## src/include/rrs_pkg.sv

```systemverilog
package rrs_pkg;
  localparam int DATA_W = 8;
  localparam int FADDR_W = 7;
  localparam int PROG_CNT_W = 13;
  localparam int STACK_DEPTH = 8;
  localparam int OP_W = 3;
  localparam logic [2:0] OP_NONE = 3'h0;
  localparam logic [2:0] OP_RET_LIT = 3'h1;
  localparam logic [2:0] OP_RETURN = 3'h2;
  localparam logic [2:0] OP_ROT_RIGHT = 3'h3;
  localparam logic [2:0] OP_SLEEP = 3'h4;
  localparam logic [2:0] OP_IRQ_RET = 3'h5;
  localparam logic [2:0] OP_CALL = 3'h6;
  localparam logic [7:0] ACC_RST = 8'h00;
  localparam logic [7:0] WDOG_CLEAR = 8'h00;
  localparam int WDOG_W = 8;
  localparam int PRESC_W = 7;

  typedef enum logic [2:0] {
    RRS_IDLE = 3'b001,
    RRS_FLUSH = 3'b010,
    RRS_ASLEEP = 3'b100
  } rrs_state_t;
endpackage

```

## src/verilog/rrs_stack.sv

```systemverilog
module rrs_stack #(
  parameter int DEPTH = rrs_pkg::STACK_DEPTH,
  parameter int WIDTH = rrs_pkg::PROG_CNT_W
) (
  input wire logic mclk_i,
  input wire logic rst_n_i,
  input wire logic push_i,
  input wire logic pop_i,
  input wire logic [WIDTH-1:0] push_data_i,
  output logic [WIDTH-1:0] top_o
);
  localparam int PW = $clog2(DEPTH);
  if (DEPTH < 2 || (1 << PW) != DEPTH) begin : g_depth_check
    $error("Stack depth must be power of two");
  end
  logic [WIDTH-1:0] mem_r [DEPTH];
  logic [PW-1:0] ptr_r;

  // Circular: overflow wraps silently, no error flag
  always_ff @(posedge mclk_i or negedge rst_n_i) begin
    if (!rst_n_i) begin
      ptr_r <= '0;
    end else if (push_i) begin
      ptr_r <= ptr_r + 1'b1;
    end else if (pop_i) begin
      ptr_r <= ptr_r - 1'b1; // RQ12
    end
  end

  always_ff @(posedge mclk_i or negedge rst_n_i) begin
    if (!rst_n_i) begin
      for (int i = 0; i < DEPTH; i++) mem_r[i] <= '0;
    end else if (push_i) begin
      mem_r[PW'(ptr_r + 1'b1)] <= push_data_i;
    end
  end

  assign top_o = mem_r[ptr_r];
endmodule

```

## src/verilog/rrs_rotate.sv

```systemverilog
module rrs_rotate #(
  parameter int WIDTH = rrs_pkg::DATA_W
) (
  input wire logic [WIDTH-1:0] data_i,
  input wire logic carry_i,
  output logic [WIDTH-1:0] result_o,
  output logic carry_o
);
  if (WIDTH < 2) begin : g_width_check
    $error("Rotate width too small");
  end
  assign result_o = {carry_i, data_i[WIDTH-1:1]}; // RQ5
  assign carry_o = data_i[0]; // RQ5
endmodule

```

## src/verilog/rrs_exec.sv

```systemverilog
// How it works
// RQ1 - Return-with-literal loads accumulator with 8-bit literal; flags unchanged.
// RQ2 - Return-with-literal loads program counter from stack top; two cycles.
// RQ3 - Plain return pops stack into program counter; flags untouched.
// RQ4 - Plain return takes two cycles; second refills the fetch.
// RQ5 - Rotate right: old carry into top bit, bit zero into carry.
// RQ6 - Destination bit 0 writes accumulator; 1 writes the file register.
// RQ7 - Sleep clears the power-down flag.
// RQ8 - Sleep sets the watchdog-expiry flag.
// RQ9 - Sleep clears watchdog counter and its prescaler.
// RQ10 - Sleep halts execution and stops oscillator until wake-up.
// RQ11 - Interrupt return loads program counter from stack, sets global enable.
// RQ12 - Each pop moves stack pointer back one entry.
module rrs_exec (
  input wire logic mclk_i,
  input wire logic reset_n_i,
  // Instruction stream from the decoder, then file read data, watchdog tick and the wake pin
  input wire logic instr_valid_i,
  input wire logic [rrs_pkg::OP_W-1:0] op_i,
  input wire logic [rrs_pkg::DATA_W-1:0] literal_i,
  input wire logic [rrs_pkg::FADDR_W-1:0] file_addr_i,
  input wire logic dest_sel_i,
  input wire logic [rrs_pkg::PROG_CNT_W-1:0] call_target_i,
  input wire logic [rrs_pkg::DATA_W-1:0] file_rdata_i,
  input wire logic wdt_tick_i,
  input wire logic wake_i,
  // Core state driven back to the rest of the core
  output logic busy_o,
  output logic [rrs_pkg::PROG_CNT_W-1:0] program_counter_o,
  output logic [rrs_pkg::DATA_W-1:0] accumulator_o,
  output logic carry_o,
  output logic power_down_flag_o,
  output logic watchdog_expiry_flag_o,
  output logic global_irq_enable_o,
  output logic [rrs_pkg::WDOG_W-1:0] watchdog_counter_o,
  output logic [rrs_pkg::PRESC_W-1:0] watchdog_prescaler_o,
  output logic osc_run_o,
  // File register write-back, one cycle after the rotate
  output logic file_we_o,
  output logic [rrs_pkg::FADDR_W-1:0] file_waddr_o,
  output logic [rrs_pkg::DATA_W-1:0] file_wdata_o
);
  logic rst_sync1_r;
  logic rst_sync2_r;
  logic rst_n;

  logic w1_r;
  logic w2_r;
  logic w3_r;
  logic wake_r;

  rrs_pkg::rrs_state_t state_r;
  logic [rrs_pkg::PROG_CNT_W-1:0] stack_top;
  logic [rrs_pkg::DATA_W-1:0] rot_result;
  logic rot_carry;

  // Decoded strobes, each high only in the cycle an instruction is taken; halt_hold is a level held through sleep
  logic accept;
  logic do_ret_lit;
  logic do_return;
  logic do_irq_ret;
  logic do_rot;
  logic do_sleep;
  logic pop;
  logic push;
  logic halt_hold;

  // Opcode field must hold every code decoded here
  if (rrs_pkg::OP_W < 3) begin : g_op_check
    $error("Opcode field too narrow for the decoded codes");
  end

  // Release reset synchronously to avoid partial-domain recovery
  always_ff @(posedge mclk_i or negedge reset_n_i) begin
    if (!reset_n_i) begin
      rst_sync1_r <= 1'b0;
      rst_sync2_r <= 1'b0;
    end else begin
      rst_sync1_r <= 1'b1;
      rst_sync2_r <= rst_sync1_r;
    end
  end
  assign rst_n = rst_sync2_r;

  // Wake pin is asynchronous: three stages, and the filter below reads the second and the third
  always_ff @(posedge mclk_i or negedge rst_n) begin
    if (!rst_n) begin
      w1_r <= 1'b0;
      w2_r <= 1'b0;
      w3_r <= 1'b0;
    end else begin
      w1_r <= wake_i;
      w2_r <= w1_r;
      w3_r <= w2_r;
    end
  end

  // Level taken only when stages two and three agree, so a glitch is dropped
  always_ff @(posedge mclk_i or negedge rst_n) begin
    if (!rst_n) begin
      wake_r <= 1'b0;
    end else if (w2_r == w3_r) begin
      wake_r <= w3_r;
    end
  end

  // Single decode point so every process agrees on what was taken
  function automatic logic op_hit(
    input logic taken,
    input logic [rrs_pkg::OP_W-1:0] op,
    input logic [rrs_pkg::OP_W-1:0] code
  );
    return taken && (op == code);
  endfunction

  assign accept = instr_valid_i && (state_r == rrs_pkg::RRS_IDLE);
  assign do_ret_lit = op_hit(accept, op_i, rrs_pkg::OP_RET_LIT);
  assign do_return = op_hit(accept, op_i, rrs_pkg::OP_RETURN);
  assign do_irq_ret = op_hit(accept, op_i, rrs_pkg::OP_IRQ_RET);
  assign do_rot = op_hit(accept, op_i, rrs_pkg::OP_ROT_RIGHT);
  assign do_sleep = op_hit(accept, op_i, rrs_pkg::OP_SLEEP);
  assign push = op_hit(accept, op_i, rrs_pkg::OP_CALL);
  // All three returns unwind the same stack
  assign pop = do_ret_lit || do_return || do_irq_ret; // RQ3
  // Parked in sleep until the filtered wake level is seen
  assign halt_hold = (state_r == rrs_pkg::RRS_ASLEEP) && !wake_r;

  // Call pushes the current count; every return pops it back
  rrs_stack #(
    .DEPTH(rrs_pkg::STACK_DEPTH),
    .WIDTH(rrs_pkg::PROG_CNT_W)
  ) u_stack (
    .mclk_i(mclk_i),
    .rst_n_i(rst_n),
    .push_i(push),
    .pop_i(pop),
    .push_data_i(program_counter_o),
    .top_o(stack_top)
  );

  rrs_rotate #(
    .WIDTH(rrs_pkg::DATA_W)
  ) u_rot (
    .data_i(file_rdata_i),
    .carry_i(carry_o),
    .result_o(rot_result),
    .carry_o(rot_carry)
  );

  // Sequencing: returns spend a flush cycle, sleep parks until wake
  always_ff @(posedge mclk_i or negedge rst_n) begin
    if (!rst_n) begin
      state_r <= rrs_pkg::RRS_IDLE;
    end else begin
      case (state_r)
        rrs_pkg::RRS_IDLE: begin
          if (pop) begin
            state_r <= rrs_pkg::RRS_FLUSH; // RQ2 RQ4
          end else if (do_sleep) begin
            state_r <= rrs_pkg::RRS_ASLEEP; // RQ10
          end
        end
        rrs_pkg::RRS_FLUSH: begin
          state_r <= rrs_pkg::RRS_IDLE; // RQ4
        end
        rrs_pkg::RRS_ASLEEP: begin
          if (wake_r) begin
            state_r <= rrs_pkg::RRS_IDLE;
          end
        end
        default: state_r <= rrs_pkg::RRS_IDLE;
      endcase
    end
  end

  // Busy covers the flush cycle and the whole sleep
  always_ff @(posedge mclk_i or negedge rst_n) begin
    if (!rst_n) begin
      busy_o <= 1'b0;
    end else begin
      busy_o <= pop || do_sleep || halt_hold; // RQ4 RQ10
    end
  end

  // Oscillator gate stays off until the filtered wake arrives
  always_ff @(posedge mclk_i or negedge rst_n) begin
    if (!rst_n) begin
      osc_run_o <= 1'b1;
    end else begin
      osc_run_o <= !(do_sleep || halt_hold); // RQ10
    end
  end

  // Program counter: returns take stack top, call takes its target, others advance
  always_ff @(posedge mclk_i or negedge rst_n) begin
    if (!rst_n) begin
      program_counter_o <= '0;
    end else if (pop) begin
      program_counter_o <= stack_top; // RQ2 RQ3 RQ11
    end else if (push) begin
      program_counter_o <= call_target_i;
    end else if (accept) begin
      program_counter_o <= program_counter_o + 1'b1;
    end
  end

  // Accumulator: literal return and rotate with destination 0
  always_ff @(posedge mclk_i or negedge rst_n) begin
    if (!rst_n) begin
      accumulator_o <= rrs_pkg::ACC_RST;
    end else if (do_ret_lit) begin
      accumulator_o <= literal_i; // RQ1
    end else if (do_rot && !dest_sel_i) begin
      accumulator_o <= rot_result; // RQ6
    end
  end

  // File write-back for destination 1
  always_ff @(posedge mclk_i or negedge rst_n) begin
    if (!rst_n) begin
      file_we_o <= 1'b0;
    end else begin
      file_we_o <= do_rot && dest_sel_i; // RQ6
    end
  end

  // Address and data move only when a write is due, quiet port otherwise
  always_ff @(posedge mclk_i or negedge rst_n) begin
    if (!rst_n) begin
      file_waddr_o <= '0;
      file_wdata_o <= '0;
    end else if (do_rot && dest_sel_i) begin
      file_waddr_o <= file_addr_i; // RQ6
      file_wdata_o <= rot_result; // RQ5
    end
  end

  // Carry is the only flag rotate touches; returns touch none
  always_ff @(posedge mclk_i or negedge rst_n) begin
    if (!rst_n) begin
      carry_o <= 1'b0;
    end else if (do_rot) begin
      carry_o <= rot_carry; // RQ5
    end
  end

  // Power-down flag reads 1 after reset; only sleep clears it here
  always_ff @(posedge mclk_i or negedge rst_n) begin
    if (!rst_n) begin
      power_down_flag_o <= 1'b1;
    end else if (do_sleep) begin
      power_down_flag_o <= 1'b0; // RQ7
    end
  end

  // Expiry flag reads 1 after reset; the expiry that clears it lives elsewhere
  always_ff @(posedge mclk_i or negedge rst_n) begin
    if (!rst_n) begin
      watchdog_expiry_flag_o <= 1'b1;
    end else if (do_sleep) begin
      watchdog_expiry_flag_o <= 1'b1; // RQ8
    end
  end

  always_ff @(posedge mclk_i or negedge rst_n) begin
    if (!rst_n) begin
      global_irq_enable_o <= 1'b0;
    end else if (do_irq_ret) begin
      global_irq_enable_o <= 1'b1; // RQ11
    end
  end

  // Prescaler counts every tick; sleep clears it with priority over a tick
  always_ff @(posedge mclk_i or negedge rst_n) begin
    if (!rst_n) begin
      watchdog_prescaler_o <= '0;
    end else if (do_sleep) begin
      watchdog_prescaler_o <= '0; // RQ9
    end else if (wdt_tick_i) begin
      watchdog_prescaler_o <= watchdog_prescaler_o + 1'b1;
    end
  end

  // Minimal watchdog count so the sleep clear has a visible effect
  always_ff @(posedge mclk_i or negedge rst_n) begin
    if (!rst_n) begin
      watchdog_counter_o <= rrs_pkg::WDOG_CLEAR;
    end else if (do_sleep) begin
      watchdog_counter_o <= rrs_pkg::WDOG_CLEAR; // RQ9
    end else if (wdt_tick_i && (&watchdog_prescaler_o)) begin
      watchdog_counter_o <= watchdog_counter_o + 1'b1;
    end
  end
endmodule

```

## config.mk

```make
export PLATFORM = sky130hd
export DESIGN_NAME = rrs_exec
export DESIGN_NICKNAME = d
export VERILOG_FILES = /design/src/include/rrs_pkg.sv /design/src/verilog/rrs_stack.sv /design/src/verilog/rrs_rotate.sv /design/src/verilog/rrs_exec.sv
export SDC_FILE = /design/constraint.sdc
export NUM_CORES = 1
export LEC_CHECK = 0
export BUFFER_PORTS_ARGS = -buffer_cell sky130_fd_sc_hd__buf_2
export CORE_MARGIN = 2
export CORE_UTILIZATION = 28
export CTS_CLUSTER_DIAMETER = 80
export DETAILED_ROUTE_END_ITERATION = 10
export GPL_ROUTABILITY_DRIVEN = 1
export SETUP_SLACK_MARGIN = 0.4
export SLEW_MARGIN = 20
export SYNTH_ARGS = -nofsm -noshare
export SYNTH_HDL_FRONTEND = slang
export SYNTH_SLANG_ARGS = --single-unit
```

## constraint.sdc

```tcl
create_clock -name mclk_i -period 5.95 [get_ports mclk_i]
set_input_delay 1.19 -clock mclk_i [delete_from_list [all_inputs] [get_ports mclk_i]]
set_output_delay 1.19 -clock mclk_i [all_outputs]
set_load 0.02 [all_outputs]
```

==> impl_metrics.ini, run 1 <==
[yosys]
synth_common_cells = dfrtp_1, mux2_2, nand2_1
yosys.area.top_type = dfrtp_1
synth.area.top_cells = dfrtp_1, mux2_2, mux4_2, nand2_1, mux2i_1
netlist_instances = 616
ys_ff_latch = 173
synth_edf_count = 0
avgSynthCellArea_sq_um = 13.2
synth_top_area_share = 0.522
post-synth-top-count-cell = dfrtp_1
yosysWarningCount = 0
synth-seq-area-share = 0.531
async_flop_share = 1.00
synth.cell_area_sq_mm = 0.00815
yosys_most_used_dff = dfrtp_1
synth_cell_types = 62

[worst_setup_path]
worst_path_max_delay_cell = nor4_4
crit_path_start_kind = flop
crit_end = u_stack.mem_r[92]
path_depth = 5
crit_arrival_ns = 3.74
critPathBufInv = 2
rrSetupSlack_ns = 2.51
r2r-end = u_stack.mem_r[92]
reg2regPathDepth = 5
startpoint = u_stack.ptr_r[1]
cp_top_family = simple AND/OR/NAND/NOR gates
endpoint_kind = flop
r2r-start = u_stack.ptr_r[1]
worstSetupPathType = reg2reg
cp.required_ns = 6.25
cp_max_fo = 16
crit_chain = buf_4 > inv_1 > ha_1 > nor4_4 > mux2_2
slowest_delay_ns = 0.99

[timing]
maxSlewHeadroom = 0.313
setup_viol_count_final = 0
final_hold_viol_count = 0
post-route-period-util = 0.579
post-route-min-period_ns = 3.44
hold_slack_ns = 0.350
fin_skew_ns = 0.0131
tns_ns = 0
fmax_mhz = 290
maxSlewViolCount = 0
rsz0062_at_grt = false
worst_pin_slew_ns = 1.03

[global_route]
grt-ovfl-total = 0
grt_antenna_before_repair = 0
grt_usage = 0.130
grt_max_degree = 61
grt_pass1_wl_microns = 31100
grt_pass1_vias = 5360

[routing]
vias = 5332
viasPerCell = 4.87
wl_per_cell_microns = 17.6
dr.pass1.iters = 5
ant_nets = 0
route.detailed.drc = 0
drt-total-wl_microns = 19200
drt_iter0_markers = 369

[placed_design]
dpl.hpwl_microns = 12800
port_buffers = 101
gp_congestion = 0.768

[floorplanning]
fp.dieArea_sq_mm = 0.0305
core_sq_mm = 0.0287
die_w_microns = 175
rows = 62
start_util = 0.284
die_y_microns = 175
io_pins = 103

[min_path]
min-delay-start = rst_sync1_r
min_path_type = reg2reg

[final_layout]
fin_util = 0.331
drive_above_1_share = 0.406
diodes = 0
fin_nets = 748
area_growth_pct = 16.6

[clock_network]
cts_buffers = 17
cts_sinks = 173
cts.htree.levels = 4
cts_buffer_depth = 2
root_buffer = clkbuf_16
cts.clk_slew.worst_paths_ns = 0.07
cts_setup_buffers = 0
cts_tree = built
cts-resized-gates = 0
clkLatencyLatePin_ns = 0.43
hold_buffers = 0

[power_and_ir_drop]
p_leak_nw = 4.50
cellPowerDensity_mw_per_mm2 = 421
finalPower_mw = 4.00
peakVddDrop_mv = 0.230

[status]
status = completed

[flow_run]
maxCapViolCount = 0
## registers in the layout, indices dropped and copies added, names as in the netlist, 3 cells and up
name / count
state_r: 3
u_stack.ptr_r: 3
file_wdata_o: 8
file_waddr_o: 7
watchdog_prescaler_o: 7
watchdog_counter_o: 8
program_counter_o: 13
u_stack.mem_r: 104
accumulator_o: 8
## logic make-up after synthesis
family / count (synthesis) / share of synthesized area
XOR/XNOR: 20 / 0.0215
adder cells (fa/ha/maj): 6 / 0.00890
AND/OR/NAND/NOR: 128 / 0.0927
flip-flops: 173 / 0.531
other: 1 / 0.000460
AO/OA/AOI/OAI: 86 / 0.0672
buffers and inverters: 57 / 0.0402
multiplexers: 145 / 0.238
## per-stage QoR
stage / cells / instance area [sq um] / setup slack (ns)
5_1_grt: 1095 / 9510 / 2.38
2_1_floorplan: 617 / 8160 / 0.778
3_5_place_dp: 1063 / 8910 / 2.26
6_report: 1095 / 9510 / 2.51
4_1_cts: 1095 / 9510 / 2.51
3_3_place_gp: 1063 / 8910 / 2.32
## how the worst min path moves through the flow
stage                        to  slack, ns  depth (start not counted)
after detailed placement  rst_n       0.34                          0
after CTS                 rst_n       0.35                          0
final                     rst_n       0.35                          0
after floorplan           rst_n       0.33                          0
after global routing      rst_n       0.36                          0
after global placement    rst_n       0.33                          0
## area by class of cell
cell class | count | area [sq um]
fillers | 2863 | 19200
flip-flops and latches | 173 | 4340
multi-input cells | 387 | 3500
repair buffers | 107 | 551
well taps | 384 | 480
clock buffers | 19 | 443
clock inverters | 13 | 153
inverters | 12 | 45.0
## worst reg2reg max path, cell delays in order, from the launching register on
cell and delay [ns]:
dfrtp_1 0.90, buf_4 0.40, inv_1 0.07, ha_1 0.54
nor4_4 0.99, mux2_2 0.42
## routing by layer
layer,GRT usage,vias to the layer above,routed length [microns]
met5,0,-,0
met4,0.0319,0,224
met3,0.0305,17,968
met2,0.206,160,8960
met1,0.181,2748,9100
li1,-,2407,-
## power breakdown
group,leakage [nW],switching (mW),internal (mW),total (mW)
sequential,2.30,0.309,1.46,1.77
combinational,1.92,0.586,0.523,1.11
clock,0.287,0.485,0.640,1.13
## cell usage in the layout, fill, tap and decap left out, drive strengths merged, types with 8 or more instances in the layout
cell type and instances:
dfrtp 170, buf 107, mux2 105, nand2 41
nor2 31, o21ai 30, mux4 26, clkbuf 19
a21oi 18, inv 18, mux2i 14, xor2 12
nand4 11, xnor2 8, nand3 8
Note: power is estimated with default switching activity, not from simulation.
==> run 2, diff against run 1 <==
- clock period: 5.95 -> 3.5 ns (I/O delays scaled with it)
==> run 2 against run 1 <==
Net effect:
- hold slack lost 0.30 ns
- first-iteration DRC count is 1.4% higher
- maximum frequency is 39% higher
- final cell count up 0.55%
- clock skew down 0.0019 ns
- setup slack got worse by 1.5 ns
- register-to-register slack worse by 1.5 ns
- power grew 69%
- utilization increased by 0.16 points
- combinational power increased by 77%
- critical path type unchanged
- highest routed layer unchanged
==> impl_metrics.ini, run 2 (synthesis gave the netlist of run 1 again) <==
[status]
status = completed

[timing]
final_hold_viol_count = 0
setup_viol_count_final = 0
maxSlewViolCount = 0
post-route-period-util = 0.709
post-route-min-period_ns = 2.48
hold_slack_ns = 0.0482
fin_skew_ns = 0.0112
maxSlewHeadroom = 0.444
rsz0062_at_grt = false
fmax_mhz = 403
worst_pin_slew_ns = 0.834
tns_ns = 0
worst_slack_ns = 1.02

[floorplanning]
die_w_microns = 175
die_y_microns = 175
io_pins = 103
fp.dieArea_sq_mm = 0.0305
core_sq_mm = 0.0287
start_util = 0.284
rows = 62

[flow_run]
maxCapViolCount = 0

[placed_design]
gp_congestion = 0.782
port_buffers = 101
preCtsSetupSlack_ns = 0.771
dp_cells = 1069
dpl.hpwl_microns = 12900
place_area_sq_mm = 0.00897

[clock_network]
cts-resized-gates = 0
cts.htree.levels = 4
hold_buffers = 0
clkLatencyLatePin_ns = 0.43
cts_setup_buffers = 0
cts_buffer_depth = 2
cts.clk_slew.worst_paths_ns = 0.08
cts_sinks = 173
cts_tree = built
root_buffer = clkbuf_16
cts_buffers = 17

[worst_setup_path]
worst_path_max_delay_cell = dfstp_2
crit_path_start_kind = flop
crit_chain = and4bb_1 > and3_4 > nand4_4 > mux2_4
worstSetupPathType = reg2reg
crit_arrival_ns = 2.78
endpoint_kind = flop
cp.required_ns = 3.80
cp_max_fo = 17
slowest_delay_ns = 0.54

[routing]
viasPerCell = 4.88
ant_nets = 0
wl_per_cell_microns = 17.5
dr.pass1.iters = 6
drt_iter0_markers = 374
vias = 5373
route.detailed.drc = 0
drt-total-wl_microns = 19300

[final_layout]
fin_area_sq_mm = 0.00955
top_regs = u_stack.mem_r (104), program_counter_o (13)
top_register = u_stack.mem_r
largest_reg_flops = 104
drive_above_1_share = 0.413
area_growth_pct = 17.2
layout_common_cells = dfrtp_1, buf_2, mux2_2
mostFrequentLayoutCell = dfrtp_1
fin_nets = 754
fin_util = 0.333
instances_no_fill = 1101
diodes = 0
fillerInstances = 2883

[global_route]
grt_pass1_vias = 5368
grt-ovfl-total = 0
grt_pass1_wl_microns = 31000
grt_usage = 0.131
grt_max_degree = 62
grt_antenna_before_repair = 0

[power_and_ir_drop]
intPower_mw = 4.35
p_leak_nw = 4.54
p_clk_frac = 0.276
netSwitchingFraction = 0.359
combPwrFrac = 0.289
finalPower_mw = 6.78
cellPowerDensity_mw_per_mm2 = 710
pwr-share-seq = 0.435
peakVddDrop_mv = 0.384
p_switching_mw = 2.43

[min_path]
min_path_type = in2async
==> run 2: cell types whose count changed in the layout (fill, tap and decap cells not counted), sizes merged <==
| cell | delta |
|---|---|
| buf | +6 |
| inv | +5 |
| bufinv | -2 |
| clkbuf | -2 |
| clkinvlp | -1 |
==> run 2: final timing paths <==
kind / startpoint / end / slack (ns) / cells after the start
min in group mclk_i: rst_sync1_r / rst_n / 0.35 / 0
hold / removal: reset_n_i / rst_n / 0.05 / 1
hold reg to reg: rst_sync1_r / rst_n / 0.35 / 0
max in group asynchronous: rst_n / osc_run_o / 2.12 / 1
setup reg to reg: state_r[0] / u_stack.mem_r[74] / 1.02 / 4
setup / recovery: state_r[0] / u_stack.mem_r[74] / 1.02 / 4
==> run 2: area by class of cell <==
class / instances / area, sq um / area share
flip-flops and latches: 173 / 4340 / 0.454
multi-input cells: 387 / 3500 / 0.366
repair buffers: 113 / 608 / 0.0637
well taps: 384 / 480 / 0.0503
clock buffers: 17 / 425 / 0.0445
clock inverters: 15 / 159 / 0.0166
inverters: 12 / 45.0 / 0.00472
==> run 2: layer usage <==
layer / part of all wire / up-vias / global-route usage / routed length [microns]
met4: 0.0068 / 0 / 0.0264 / 130
li1: - / 2429 / - / -
met5: 0 / - / 0 / 0
met2: 0.47 / 164 / 0.209 / 9080
met1: 0.47 / 2768 / 0.184 / 9040
met3: 0.052 / 12 / 0.0292 / 1000
==> run 2: critical path, delay by kind of cell (launching register included) <==
| family | cells | cell delay (ns) |
|---|---|---|
| flops | 1 | 0.54 |
| mux | 1 | 0.43 |
| simple gates | 3 | 1.36 |
==> run 2: power groups by stage <==
stage / sequential, mW / combinational (mW) / clock, mW
floorplan: 2.97 / 1.39 / 0
global placement: 2.97 / 1.94 / 0
detailed placement: 2.99 / 1.97 / 0
CTS: 2.95 / 1.98 / 1.92
global route: 3.04 / 2.13 / 2.02
finish: 2.95 / 1.96 / 1.87
